[src/fprmd_regs.vh]
/*
 * constants for the fan ramp limiter and floor duty block: register offsets,
 * field positions, reset values and ramp timing counts.
 * assumes a 10 MHz clock and an apb slave with 32-bit aligned words.
 */
// Overview of operation
// - with slew enabled, output two ramps toward each new target at chosen rate.
// - output two rate field bits 6:4, codes give steps 1,2,3,5,8,12,24,48.
// - full 33% to 100% ramp takes 35 s slowest down to 0.8 s fastest.
// - bit 3 enables ramping on output three; clear means a jump to target at the next period end.
// - bit 7 enables ramping on output two; clear disables its ramping.
// - each output has 8-bit floor duty, linear, 0x40 is 25%, 0x80 is 50%.
// - floor duty 0x00 means fan off, 0xFF means full speed.
// - floor duty registers ignore writes while automatic mode is active.
// - floor duty registers reset to 0x80.
// - output three rate field bits 2:0, same encoding as output two.
// - in auto mode below threshold, select bit picks 0% or floor duty.
`ifndef FPRMD_REGS_VH
`define FPRMD_REGS_VH

// register indices; every register owns one aligned 32-bit word, so the
// byte address on the bus is four times its index
`define FPRMD_IDX_FLOOR1    8'h64
`define FPRMD_IDX_FLOOR2    8'h65
`define FPRMD_IDX_FLOOR3    8'h66
`define FPRMD_IDX_SLEW      8'h63
`define FPRMD_IDX_MODE      8'h68
`define FPRMD_IDX_TARGET1   8'h70
`define FPRMD_IDX_TARGET2   8'h74
`define FPRMD_IDX_TARGET3   8'h78
`define FPRMD_IDX_DUTY1     8'h7C
`define FPRMD_IDX_DUTY2     8'h80
`define FPRMD_IDX_DUTY3     8'h84

// 10-bit byte addresses built from the indices
`define FPRMD_OFF_FLOOR1    {`FPRMD_IDX_FLOOR1, 2'b00}
`define FPRMD_OFF_FLOOR2    {`FPRMD_IDX_FLOOR2, 2'b00}
`define FPRMD_OFF_FLOOR3    {`FPRMD_IDX_FLOOR3, 2'b00}
`define FPRMD_OFF_SLEW      {`FPRMD_IDX_SLEW, 2'b00}
`define FPRMD_OFF_MODE      {`FPRMD_IDX_MODE, 2'b00}
`define FPRMD_OFF_TARGET1   {`FPRMD_IDX_TARGET1, 2'b00}
`define FPRMD_OFF_TARGET2   {`FPRMD_IDX_TARGET2, 2'b00}
`define FPRMD_OFF_TARGET3   {`FPRMD_IDX_TARGET3, 2'b00}
`define FPRMD_OFF_DUTY1     {`FPRMD_IDX_DUTY1, 2'b00}
`define FPRMD_OFF_DUTY2     {`FPRMD_IDX_DUTY2, 2'b00}
`define FPRMD_OFF_DUTY3     {`FPRMD_IDX_DUTY3, 2'b00}

`define FPRMD_FLOOR_RST     8'h80
`define FPRMD_ZERO8         8'h00
`define FPRMD_SLEW_EN2_BIT  7
`define FPRMD_SLEW_EN3_BIT  3
`define FPRMD_RATE2_HI      6
`define FPRMD_RATE2_LO      4
`define FPRMD_RATE3_HI      2
`define FPRMD_RATE3_LO      0
`define FPRMD_MODE_AUTO_BIT 0
`define FPRMD_MODE_SEL1_BIT 1
`define FPRMD_MODE_SEL2_BIT 2
`define FPRMD_MODE_SEL3_BIT 3
`define FPRMD_MODE_BELOW_BIT 4

// pwm period of 256 clocks; slowest ramp of 171 counts over 35 s
`define FPRMD_PWM_LEN       256
`define FPRMD_CLK_HZ        10000000
`define FPRMD_SLOW_RAMP_MS  35000
`define FPRMD_SLOW_STEPS    171
`define FPRMD_SLOT_CYCLES   ((`FPRMD_CLK_HZ / 1000) * `FPRMD_SLOW_RAMP_MS / `FPRMD_SLOW_STEPS)

`endif

[src/fprmd_top.v]
/*
 * fan pwm ramp limiter for outputs two and three and floor duty registers for all three outputs, with an
 * apb slave. assumes the control loop supplies raw targets over registers
 * and that pwm outputs feed fan drivers directly.
 */
// The implementer's own choice: register access over APB.
`timescale 1ns/10ps
`include "fprmd_regs.vh"
module fprmd_top (
  input  wire        CLOCK,
  input  wire        NRST,
  input  wire        PSEL,
  input  wire        PENABLE,
  input  wire        PWRITE,
  input  wire [9:0]  PADDR,
  input  wire [31:0] PWDATA,
  output reg  [31:0] PRDATA,
  output reg         PREADY,
  output reg         PSLVERR,
  output reg  [2:0]  PWM_OUT
);
  reg  [7:0]  floor1_reg;
  reg  [7:0]  floor2_reg;
  reg  [7:0]  floor3_reg;
  reg  [7:0]  slew_reg;
  reg  [4:0]  mode_reg;
  reg  [7:0]  tgt1_reg;
  reg  [7:0]  tgt2_reg;
  reg  [7:0]  tgt3_reg;
  reg  [7:0]  pcnt_reg;
  reg  [31:0] slot_reg;
  reg         slot_tick_reg;
  reg  [31:0] rdata_next;
  reg         err_next;
  wire        period_tick;
  wire        acc;
  wire        wr;
  wire [3:0]  sel_code;
  wire        wr_floor1;
  wire        wr_floor2;
  wire        wr_floor3;
  wire        wr_slew;
  wire        wr_mode;
  wire        wr_tgt1;
  wire        wr_tgt2;
  wire        wr_tgt3;
  wire        auto_mode;
  wire [7:0]  eff1;
  wire [7:0]  eff2;
  wire [7:0]  eff3;
  wire [7:0]  duty1;
  wire [7:0]  duty2;
  wire [7:0]  duty3;

  // select codes from the address decoder, one per register
  localparam [3:0] code_none   = 4'h0;
  localparam [3:0] code_floor1 = 4'h1;
  localparam [3:0] code_floor2 = 4'h2;
  localparam [3:0] code_floor3 = 4'h3;
  localparam [3:0] code_slew   = 4'h4;
  localparam [3:0] code_mode   = 4'h5;
  localparam [3:0] code_tgt1   = 4'h6;
  localparam [3:0] code_tgt2   = 4'h7;
  localparam [3:0] code_tgt3   = 4'h8;
  localparam [3:0] code_duty1  = 4'h9;
  localparam [3:0] code_duty2  = 4'hA;
  localparam [3:0] code_duty3  = 4'hB;

  // byte address to select code; unaligned or unmapped gives code_none
  function [3:0] decode_addr;
    input [9:0] addr;
    begin
      if (addr == `FPRMD_OFF_FLOOR1)
        decode_addr = code_floor1;
      else if (addr == `FPRMD_OFF_FLOOR2)
        decode_addr = code_floor2;
      else if (addr == `FPRMD_OFF_FLOOR3)
        decode_addr = code_floor3;
      else if (addr == `FPRMD_OFF_SLEW)
        decode_addr = code_slew;
      else if (addr == `FPRMD_OFF_MODE)
        decode_addr = code_mode;
      else if (addr == `FPRMD_OFF_TARGET1)
        decode_addr = code_tgt1;
      else if (addr == `FPRMD_OFF_TARGET2)
        decode_addr = code_tgt2;
      else if (addr == `FPRMD_OFF_TARGET3)
        decode_addr = code_tgt3;
      else if (addr == `FPRMD_OFF_DUTY1)
        decode_addr = code_duty1;
      else if (addr == `FPRMD_OFF_DUTY2)
        decode_addr = code_duty2;
      else if (addr == `FPRMD_OFF_DUTY3)
        decode_addr = code_duty3;
      else
        decode_addr = code_none;
    end
  endfunction

  // target seen by pwm: in auto below threshold, select 0% or floor
  function [7:0] eff_target;
    input       auto_on;
    input       below;
    input       sel;
    input [7:0] floor;
    input [7:0] tgt;
    begin
      if (auto_on && below)
        eff_target = sel ? floor : `FPRMD_ZERO8;
      else
        eff_target = tgt;
    end
  endfunction

  // linear compare: 0x00 never high, 0xFF always high
  function pwm_level;
    input [7:0] duty;
    input [7:0] cnt;
    begin
      if (duty == 8'hFF)
        pwm_level = 1'b1;
      else
        pwm_level = (cnt < duty);
    end
  endfunction

  assign acc       = PSEL && PENABLE;
  // a write lands at the edge that samples the answer, never earlier
  assign wr        = acc && PWRITE && PREADY;
  assign sel_code  = decode_addr(PADDR);
  assign auto_mode = mode_reg[`FPRMD_MODE_AUTO_BIT];
  assign period_tick = (pcnt_reg == 8'hFF);

  assign eff1 = eff_target(auto_mode, mode_reg[`FPRMD_MODE_BELOW_BIT],
                           mode_reg[`FPRMD_MODE_SEL1_BIT], floor1_reg,
                           tgt1_reg);
  assign eff2 = eff_target(auto_mode, mode_reg[`FPRMD_MODE_BELOW_BIT],
                           mode_reg[`FPRMD_MODE_SEL2_BIT], floor2_reg,
                           tgt2_reg);
  assign eff3 = eff_target(auto_mode, mode_reg[`FPRMD_MODE_BELOW_BIT],
                           mode_reg[`FPRMD_MODE_SEL3_BIT], floor3_reg,
                           tgt3_reg);

  // write strobes; floors refuse writes while automatic control owns them
  assign wr_floor1 = wr && (sel_code == code_floor1) && !auto_mode;
  assign wr_floor2 = wr && (sel_code == code_floor2) && !auto_mode;
  assign wr_floor3 = wr && (sel_code == code_floor3) && !auto_mode;
  assign wr_slew   = wr && (sel_code == code_slew);
  assign wr_mode   = wr && (sel_code == code_mode);
  assign wr_tgt1   = wr && (sel_code == code_tgt1);
  assign wr_tgt2   = wr && (sel_code == code_tgt2);
  assign wr_tgt3   = wr && (sel_code == code_tgt3);

  // floor duty of output one
  always @(posedge CLOCK) begin
    if (!NRST)
      floor1_reg <= `FPRMD_FLOOR_RST;
    else if (wr_floor1)
      floor1_reg <= PWDATA[7:0];
  end

  // floor duty of output two
  always @(posedge CLOCK) begin
    if (!NRST)
      floor2_reg <= `FPRMD_FLOOR_RST;
    else if (wr_floor2)
      floor2_reg <= PWDATA[7:0];
  end

  // floor duty of output three
  always @(posedge CLOCK) begin
    if (!NRST)
      floor3_reg <= `FPRMD_FLOOR_RST;
    else if (wr_floor3)
      floor3_reg <= PWDATA[7:0];
  end

  // ramp enables and rate codes of outputs two and three
  always @(posedge CLOCK) begin
    if (!NRST)
      slew_reg <= `FPRMD_ZERO8;
    else if (wr_slew)
      slew_reg <= PWDATA[7:0];
  end

  // auto bit, floor selects and below-threshold flag
  always @(posedge CLOCK) begin
    if (!NRST)
      mode_reg <= 5'h00;
    else if (wr_mode)
      mode_reg <= PWDATA[4:0];
  end

  // raw target of output one from the control loop
  always @(posedge CLOCK) begin
    if (!NRST)
      tgt1_reg <= `FPRMD_ZERO8;
    else if (wr_tgt1)
      tgt1_reg <= PWDATA[7:0];
  end

  // raw target of output two
  always @(posedge CLOCK) begin
    if (!NRST)
      tgt2_reg <= `FPRMD_ZERO8;
    else if (wr_tgt2)
      tgt2_reg <= PWDATA[7:0];
  end

  // raw target of output three
  always @(posedge CLOCK) begin
    if (!NRST)
      tgt3_reg <= `FPRMD_ZERO8;
    else if (wr_tgt3)
      tgt3_reg <= PWDATA[7:0];
  end

  // read mux and error answer for unmapped or unaligned addresses
  always @* begin
    rdata_next = 32'h00000000;
    err_next   = 1'b0;
    case (sel_code)
      code_floor1: rdata_next = {24'h000000, floor1_reg};
      code_floor2: rdata_next = {24'h000000, floor2_reg};
      code_floor3: rdata_next = {24'h000000, floor3_reg};
      code_slew:   rdata_next = {24'h000000, slew_reg};
      code_mode:   rdata_next = {27'h0000000, mode_reg};
      code_tgt1:   rdata_next = {24'h000000, tgt1_reg};
      code_tgt2:   rdata_next = {24'h000000, tgt2_reg};
      code_tgt3:   rdata_next = {24'h000000, tgt3_reg};
      code_duty1:  rdata_next = {24'h000000, duty1};
      code_duty2:  rdata_next = {24'h000000, duty2};
      code_duty3:  rdata_next = {24'h000000, duty3};
      default:     err_next = 1'b1;
    endcase
  end

  // registered answer: pready rises one cycle into the access phase,
  // which costs a wait state but keeps every bus output on a flop
  always @(posedge CLOCK) begin
    if (!NRST) begin
      PREADY  <= 1'b0;
      PSLVERR <= 1'b0;
      PRDATA  <= 32'h00000000;
    end else begin
      PREADY  <= acc && !PREADY;
      PSLVERR <= acc && !PREADY && err_next;
      PRDATA  <= (acc && !PREADY && !PWRITE) ? rdata_next : 32'h00000000;
    end
  end

  // pwm period counter and ramp slot timer
  always @(posedge CLOCK) begin
    if (!NRST) begin
      pcnt_reg      <= `FPRMD_ZERO8;
      slot_reg      <= 32'h00000000;
      slot_tick_reg <= 1'b0;
    end else begin
      pcnt_reg <= pcnt_reg + 8'h01;
      if (slot_reg == `FPRMD_SLOT_CYCLES - 1) begin
        slot_reg      <= 32'h00000000;
        slot_tick_reg <= 1'b1;
      end else begin
        slot_reg      <= slot_reg + 32'h00000001;
        slot_tick_reg <= 1'b0;
      end
    end
  end

  // output one has no slew control here, it follows target per period
  fprmd_slew u_ch1 (
    .clk         (CLOCK),
    .nrst        (NRST),
    .enable      (1'b0),
    .rate        (3'h0),
    .slot_tick   (slot_tick_reg),
    .period_tick (period_tick),
    .target      (eff1),
    .duty_reg    (duty1)
  );

  fprmd_slew u_ch2 (
    .clk         (CLOCK),
    .nrst        (NRST),
    .enable      (slew_reg[`FPRMD_SLEW_EN2_BIT]),
    .rate        (slew_reg[`FPRMD_RATE2_HI:`FPRMD_RATE2_LO]),
    .slot_tick   (slot_tick_reg),
    .period_tick (period_tick),
    .target      (eff2),
    .duty_reg    (duty2)
  );

  fprmd_slew u_ch3 (
    .clk         (CLOCK),
    .nrst        (NRST),
    .enable      (slew_reg[`FPRMD_SLEW_EN3_BIT]),
    .rate        (slew_reg[`FPRMD_RATE3_HI:`FPRMD_RATE3_LO]),
    .slot_tick   (slot_tick_reg),
    .period_tick (period_tick),
    .target      (eff3),
    .duty_reg    (duty3)
  );

  // pwm outputs registered
  always @(posedge CLOCK) begin
    if (!NRST)
      PWM_OUT <= 3'h0;
    else
      PWM_OUT <= {pwm_level(duty3, pcnt_reg), pwm_level(duty2, pcnt_reg),
                  pwm_level(duty1, pcnt_reg)};
  end
endmodule // fprmd_top

[src/fprmd_slew.v]
/*
 * one channel of duty slew: steps applied duty toward target once per slot.
 * assumes slot_tick and period_tick are one-cycle pulses on the same clock.
 */
`timescale 1ns/10ps
`include "fprmd_regs.vh"
module fprmd_slew (
  input  wire       clk,
  input  wire       nrst,
  input  wire       enable,
  input  wire [2:0] rate,
  input  wire       slot_tick,
  input  wire       period_tick,
  input  wire [7:0] target,
  output reg  [7:0] duty_reg
);
  reg  [7:0] duty_next;
  wire [7:0] step;
  wire [8:0] up_sum;
  wire [8:0] down_diff;

  // code to increment per slot
  function [7:0] rate_step;
    input [2:0] code;
    begin
      case (code)
        3'h0: rate_step = 8'h01;
        3'h1: rate_step = 8'h02;
        3'h2: rate_step = 8'h03;
        3'h3: rate_step = 8'h05;
        3'h4: rate_step = 8'h08;
        3'h5: rate_step = 8'h0C;
        3'h6: rate_step = 8'h18;
        default: rate_step = 8'h30;
      endcase
    end
  endfunction

  assign step      = rate_step(rate);
  assign up_sum    = {1'b0, duty_reg} + {1'b0, step};
  assign down_diff = {1'b0, duty_reg} - {1'b0, step};

  // next duty: ramp or jump, never past the target
  always @* begin
    duty_next = duty_reg;
    if (!enable) begin
      if (period_tick)
        duty_next = target;
    end else if (slot_tick) begin
      if (duty_reg < target) begin
        if (up_sum >= {1'b0, target})
          duty_next = target;
        else
          duty_next = up_sum[7:0];
      end else if (duty_reg > target) begin
        // borrow in bit 8 also means we would cross below the target
        if (down_diff[8] || down_diff[7:0] <= target)
          duty_next = target;
        else
          duty_next = down_diff[7:0];
      end
    end
  end

  always @(posedge clk) begin
    if (!nrst)
      duty_reg <= `FPRMD_ZERO8;
    else
      duty_reg <= duty_next;
  end
endmodule // fprmd_slew

[config.mk]
export PLATFORM = sky130hd
export DESIGN_NAME = fprmd_top
export DESIGN_NICKNAME = d
export VERILOG_FILES = /design/src/fprmd_top.v /design/src/fprmd_slew.v
export VERILOG_INCLUDE_DIRS = /design/src /design/src/src
export SDC_FILE = /design/constraint.sdc
export NUM_CORES = 1
export LEC_CHECK = 0
export BUFFER_PORTS_ARGS = -buffer_cell sky130_fd_sc_hd__buf_4
export CAP_MARGIN = 20
export CORE_AREA = 5 5 149 179
export CTS_CLUSTER_DIAMETER = 30
export DETAILED_ROUTE_END_ITERATION = 12
export DIE_AREA = 0 0 154 184
export PLACE_DENSITY = 0.66
export SETUP_SLACK_MARGIN = 0.2
export SYNTH_ARGS = -nofsm -noshare
export SYNTH_HDL_FRONTEND = slang
export SYNTH_SLANG_ARGS = --single-unit
[constraint.sdc]
create_clock -name CLOCK -period 3.88 [get_ports CLOCK]
set_input_delay 0.776 -clock CLOCK [delete_from_list [all_inputs] [get_ports CLOCK]]
set_output_delay 0.776 -clock CLOCK [all_outputs]
set_load 0.03 [all_outputs]
# Word-level counts from Yosys, hierarchy flattened
# Index checks and enable logic that the tools add are counted.
[totals]
regBits = 163
latch_bits = 0
mem_bits_rw = 0
rom_bits = 0
in_bits = 47
wordCells = 150
n_memories = 0
[op_classes]
addsub = 6
mul = 0
n_div = 0
n_lt_le_gt_ge = 11
n_eq_ne = 43
shifts = 0
muxes = 39
bitwise = 1
n_reduce_logical = 32
[ops]
columns = ["cell", "n"]
rows = [
  ["two-way mux 8 bit", 20],
  ["equality test 10 x 9 -> 1 bit, second input constant", 9],
  ["case mux 8 bit (11 select lines)", 1],
  ["case mux 6 bit (7 select lines)", 2],
  ["two-way mux 4 bit", 11],
  ["< comparator 8 bit", 5],
  ["adder 32 x 1 -> 32 bit, second input constant", 1],
  ["equality test 32 x 21 -> 1 bit, second input constant", 1],
  ["equality test 8 bit, second input constant", 4],
  ["equality test 10 bit, second input constant", 2],
  ["adder 8 x 6 -> 9 bit", 2],
  ["equality test 3 bit, second input constant", 6],
  ["greater-or-equal comparator 9 x 8 -> 1 bit", 2],
  ["logical AND 1 bit", 18],
  ["subtractor 8 x 6 -> 9 bit", 2],
  ["equality test 4 x 3 -> 1 bit, second input constant", 4],
  ["equality test 4 bit, second input constant", 4],
  ["> comparator 8 bit", 2],
  ["<= comparator 8 bit", 2],
  ["equality test 3 x 2 -> 1 bit, second input constant", 4],
  ["OR reduction 11 bit", 1],
  ["adder 8 x 1 -> 8 bit, second input constant", 1],
  ["equality test 4 x 2 -> 1 bit, second input constant", 2],
  ["equality test 3 x 1 -> 1 bit, second input constant", 2],
  ["12 further kinds", 24],
]

# Depth between registers and ports, before layout
[logic_depth]
ltp_word = 16
mapped_depth = 19

# Hierarchy
# Synthesis repeated with hierarchy kept, for this count alone.
[unflattened]
hier_cells = 1491
hier_area_um2 = 12127.9
[by_module_without_submodules]
columns = ["mod", "instances", "cells_each", "area_per_inst_um2"]
rows = [
  ["fprmd_top", 1, 755, 6411.1],
  ["fprmd_slew at u_ch1 ...", 2, 246, 1891.8],
  ["fprmd_slew at u_ch2", 1, 244, 1933.1],
]

# Worst setup path after synthesis
# No wires, ideal clock.
[synth_path]
kind = "register -> register"
startpoint = "reg slew_reg[0]"
endpoint = "reg u_ch3.duty_reg[3]"
setup_ns = 0.095
t_arrival_ns = 3.726
setup_slack_ns = 0.059
path_stages_with_launch = 19
synth_period_minus_slack_ns = 3.821
cell_sequence = "dfxtp_1 clkbuf_1 xor2_1 nand2b_1 inv_1 fa_1 nor2b_1 o221ai_1 a21oi_1 nor2_1 xnor2_1 ha_1 o21ai_0 nor2_1 a2111oi_0 and3_1 clkbuf_1 a221oi_1 a221oi_1"
[synth_between]
elab_chain_cells = 10
[synth_rtl]
columns = ["element", "line", "text"]
rows = [
  ["from (decl)", "fprmd_top.v:25", "reg [7:0] slew_reg;"],
  ["from (signal assigned)", "fprmd_top.v:181", "slew_reg <= `FPRMD_ZERO8;"],
  ["from (signal assigned)", "fprmd_top.v:183", "slew_reg <= PWDATA[7:0];"],
  ["equality test 3 bit, or another cell as far along", "fprmd_slew.v:26", "case (code)"],
  ["case mux 6 bit (7 select lines) (*)", "fprmd_slew.v:26", ""],
  ["subtractor 8 x 6 -> 9 bit", "fprmd_slew.v:41", "assign down_diff = {1'b0, duty_reg} - {1'b0, step};"],
  ["<= comparator 8 bit", "fprmd_slew.v:57", "if (down_diff[8] || down_diff[7:0] <= target)"],
  ["logical OR 1 bit", "fprmd_slew.v:57", ""],
  ["two-way mux 8 bit", "fprmd_slew.v:57", ""],
  ["two-way mux 8 bit", "fprmd_slew.v:55", "end else if (duty_reg > target) begin"],
  ["two-way mux 8 bit (*)", "fprmd_slew.v:50", "if (duty_reg < target) begin"],
  ["two-way mux 8 bit (*)", "fprmd_slew.v:49", "end else if (slot_tick) begin"],
  ["two-way mux 8 bit (*)", "fprmd_slew.v:46", "if (!enable) begin"],
  ["to (signal assigned)", "fprmd_slew.v:67", "duty_reg <= `FPRMD_ZERO8;"],
  ["to (signal assigned)", "fprmd_slew.v:69", "duty_reg <= duty_next;"],
  ["to (decl)", "fprmd_slew.v:15", "output reg [7:0] duty_reg"],
]
# Mark *: on every way between the ends. The rest lies on a longest branch, timed or not. The select of a mux whose other input is x is not followed.
# A chain may end at the register's enable or synchronous reset.

# Worst setup path after layout
[layout_path]
startpoint = "reg slew_reg[1]"
endpoint = "reg u_ch3.duty_reg[2]"
# The elaborated chain is that of the path after synthesis.

==> results.py <==
metrics = {
    "floorplanning": {
        "io_pins": 84,
        "die-area_um2": 28300,
        "num_rows": 63,
        "start_util_pct": 39.6,
        "design.core.area_um2": 24600,
        "die_x_um": 154,
        "die_h_um": 184,
    },
    "sta": {
        "fin_crit_ps": 3730,
        "hold_viol_final": 0,
        "tightestPinTransition_ps": 831,
        "final.setup.worst_slack_ps": 153,
        "setup_viol": 0,
        "slew_viol_final": 0,
        "whs_ps": 477,
        "timing.final.crit_share_pct": 96.1,
        "rsz0062_at_grt": "true",
        "fin_skew_ps": 9.47,
        "fmax_ghz": 0.268,
        "fin_tns_setup_ps": 0,
        "relSlewSlack_pct": 44.5,
    },
    "route": {
        "first_pass_iters": 5,
        "ant_nets": 0,
        "routedWlPerCell_um": 17.8,
        "routed-via-count": 9089,
        "drt_iter0_markers": 654,
        "postRouteWirelength_um": 28500,
        "vias_per_cell": 5.67,
        "drcViolationCount": 0,
    },
    "hold_path": {
        "hold_depth": 2,
        "hold_class": "reg -> reg",
        "hp-start": "floor2_reg[1]",
        "whs_endpoint": "floor2_reg[1]",
    },
    "logic_synthesis": {
        "syn_inst": 1203,
        "syn_area_per_cell_um2": 8.10,
        "synth-async-reset-ratio_pct": 0,
        "synth_ff_type": "dfxtp_1",
        "synth_edf_count": 0,
        "mappedNetlistArea_um2": 9750,
        "ys_ff_latch": 139,
        "ys_types": 78,
        "yosysSeqAreaShare_pct": 28.6,
        "yosysWarningCount": 0,
    },
    "clock_network": {
        "cts_num_sinks": 139,
        "clock_latency_ps": 430,
        "numCtsBuffers": 17,
        "cts_tree": "yes",
        "path_clk_slew_ps": 70,
        "cts-root-buf": "clkbuf_16",
        "clockBufferDepth": 2,
        "cts-htree-levels": 4,
    },
    "cells_and_area": {
        "fin_util_pct": 47.3,
        "areaGrowthSynthToFinish_pct": 19.4,
        "n_fill_cell": 2376,
        "layout.nets": 1413,
        "drive_above_1_share_pct": 17.7,
        "stdcell_count": 1604,
        "final_cell_mix": "157 x nor2_1, 133 x dfxtp_1, 106 x buf_4",
        "diodes": 0,
        "final_common_cell": "nor2_1",
        "largest_reg_flops": 32,
        "final_cell_area_um2": 11600,
    },
    "critical_path": {
        "worst-path-max-fanout": 8,
        "r2r-end": "u_ch3.duty_reg[2]",
        "cp_data_arrival_time_ps": 4070,
        "timing.rr.start": "slew_reg[1]",
        "cp-start-kind": "flip-flop",
        "r2r_setup_slack_ps": 150,
        "cp-end-kind": "flip-flop",
        "worstPathRequired_ps": 4220,
        "worst-setup-path-type": "reg -> reg",
        "reg2reg_depth": 18,
    },
    "power_and_ir_drop": {
        "power_density_nw_per_um2": 277,
        "cellLeakagePower_nw": 4.69,
        "finalPower_mw": 3.22,
        "ir_drop_v": 0.000354,
    },
    "grt": {
        "overflow": 0,
        "track_usage_pct": 19.5,
        "grt_pass1_wl_um": 45100,
        "grt_pass1_vias": 8747,
        "antenna_found_initial": 0,
        "grt_max_degree": 68,
    },
    "placement": {
        "placed_area_um2": 10500,
        "io_buffers": 35,
        "dp_hpwl_um": 20600,
        "globalplace.congestion": 0.890,
        "dp_cells": 1556,
        "pre_cts_ws_ps": -20.7,
    },
    "job": {
        "max_cap_violations": 0,
    },
    "status": {
        "status": "finished, final reports clean",
    },
}
## area by class of cell
type / count / area, um^2 / area share (%)
Clock buffer: 17 / 425 / 3.66
Clock inverter: 15 / 153 / 1.31
Inverter: 55 / 206 / 1.77
Multi-Input combinational cell: 943 / 6810 / 58.5
Sequential cell: 139 / 2800 / 24.1
Tap cell: 325 / 407 / 3.49
Timing Repair Buffer: 110 / 835 / 7.17
## power by group
part	internal (mW)	switching, mW
clock network	0.857	0.738
registers	1.43	0.00944
logic	0.0581	0.123
## logic make-up after synthesis
logic type      count (synthesis)  share of synthesized area [%]
xor+xnor                       57                           5.12
fa+ha+maj                     100                           13.1
flops                         139                           28.6
other cells                     1                         0.0385
simple gates                  452                           22.8
buf+inv                       144                           6.62
mux                            66                           6.79
compound gates                244                           16.9
## per-layer routing
metal	track usage, %	vias to the layer above	wire, um
met4	7.46	0	895
li1	-	4393	-
met2	34.2	297	14100
met3	3.01	76	1360
met5	0	-	0
met1	24.1	4323	12200
## how the worst max path moves through the flow
| stage | startpoint | endpoint | slack, ps | cells past startpoint |
|---|---|---|---|---|
| after floorplan | slew_reg[0] | u_ch3.duty_reg[3] | 210 | 18 |
| after global placement | slew_reg[0] | u_ch3.duty_reg[1] | 10 | 16 |
| after detailed placement | slew_reg[1] | u_ch3.duty_reg[2] | -20 | 17 |
| after CTS | slew_reg[5] | u_ch2.duty_reg[1] | 210 | 17 |
| after global routing | slew_reg[1] | u_ch3.duty_reg[2] | -1 | 18 |
| final | slew_reg[1] | u_ch3.duty_reg[2] | 150 | 18 |
## Yosys cell counts, types with 4 or more instances
library cell	number	area share (%)
a21oi_1	68	3.5
and2_1	8	0.51
nand2_1	85	3.3
nand4_1	26	1.7
inv_1	55	2.1
ha_1	96	12
a31oi_1	12	0.77
nor4_1	10	0.64
a211oi_1	5	0.39
o31ai_1	6	0.46
a311oi_1	8	0.72
dfxtp_1	139	29
fa_1	4	0.82
a21boi_0	4	0.31
nor3_1	12	0.62
buf_4	25	1.9
xor2_1	38	3.4
o21a_1	10	0.77
and3_1	25	1.6
and4_1	7	0.63
o21ai_0	42	2.2
a21o_1	11	0.85
a2111oi_0	5	0.45
nand3_1	57	2.9
nand2b_1	15	0.96
or3_1	13	0.83
a22oi_1	16	1.2
o211ai_1	7	0.54
mux2i_1	65	6.7
clkbuf_1	52	2.0
o31a_1	5	0.45
nor2_1	158	6.1
buf_2	9	0.46
xnor2_1	19	1.7
nor2b_1	10	0.64
## what timing repair did
action                                  4_1_cts  5_1_grt
hold buffers                                  0        0
resized for setup                            30       56
buffers inserted                              5       10
cloned                                        1        0
endpoints found under the setup margin       16       16
pin swaps                                    10       57
## critical path, cell delays in order, from the launching register on
cell,delay (ps)
dfxtp_4,370
buf_6,120
xor2_1,130
nand2_1,120
ha_4,320
o21a_1,170
o31ai_4,90
a21oi_2,200
o32ai_2,120
xnor2_1,180
ha_1,350
nand4_1,130
or3_1,320
o211ai_1,110
nor2_1,100
and3_4,250
buf_4,140
o31a_1,230
a31oi_1,200
No activity file was read; power rests on OpenSTA's default activity.
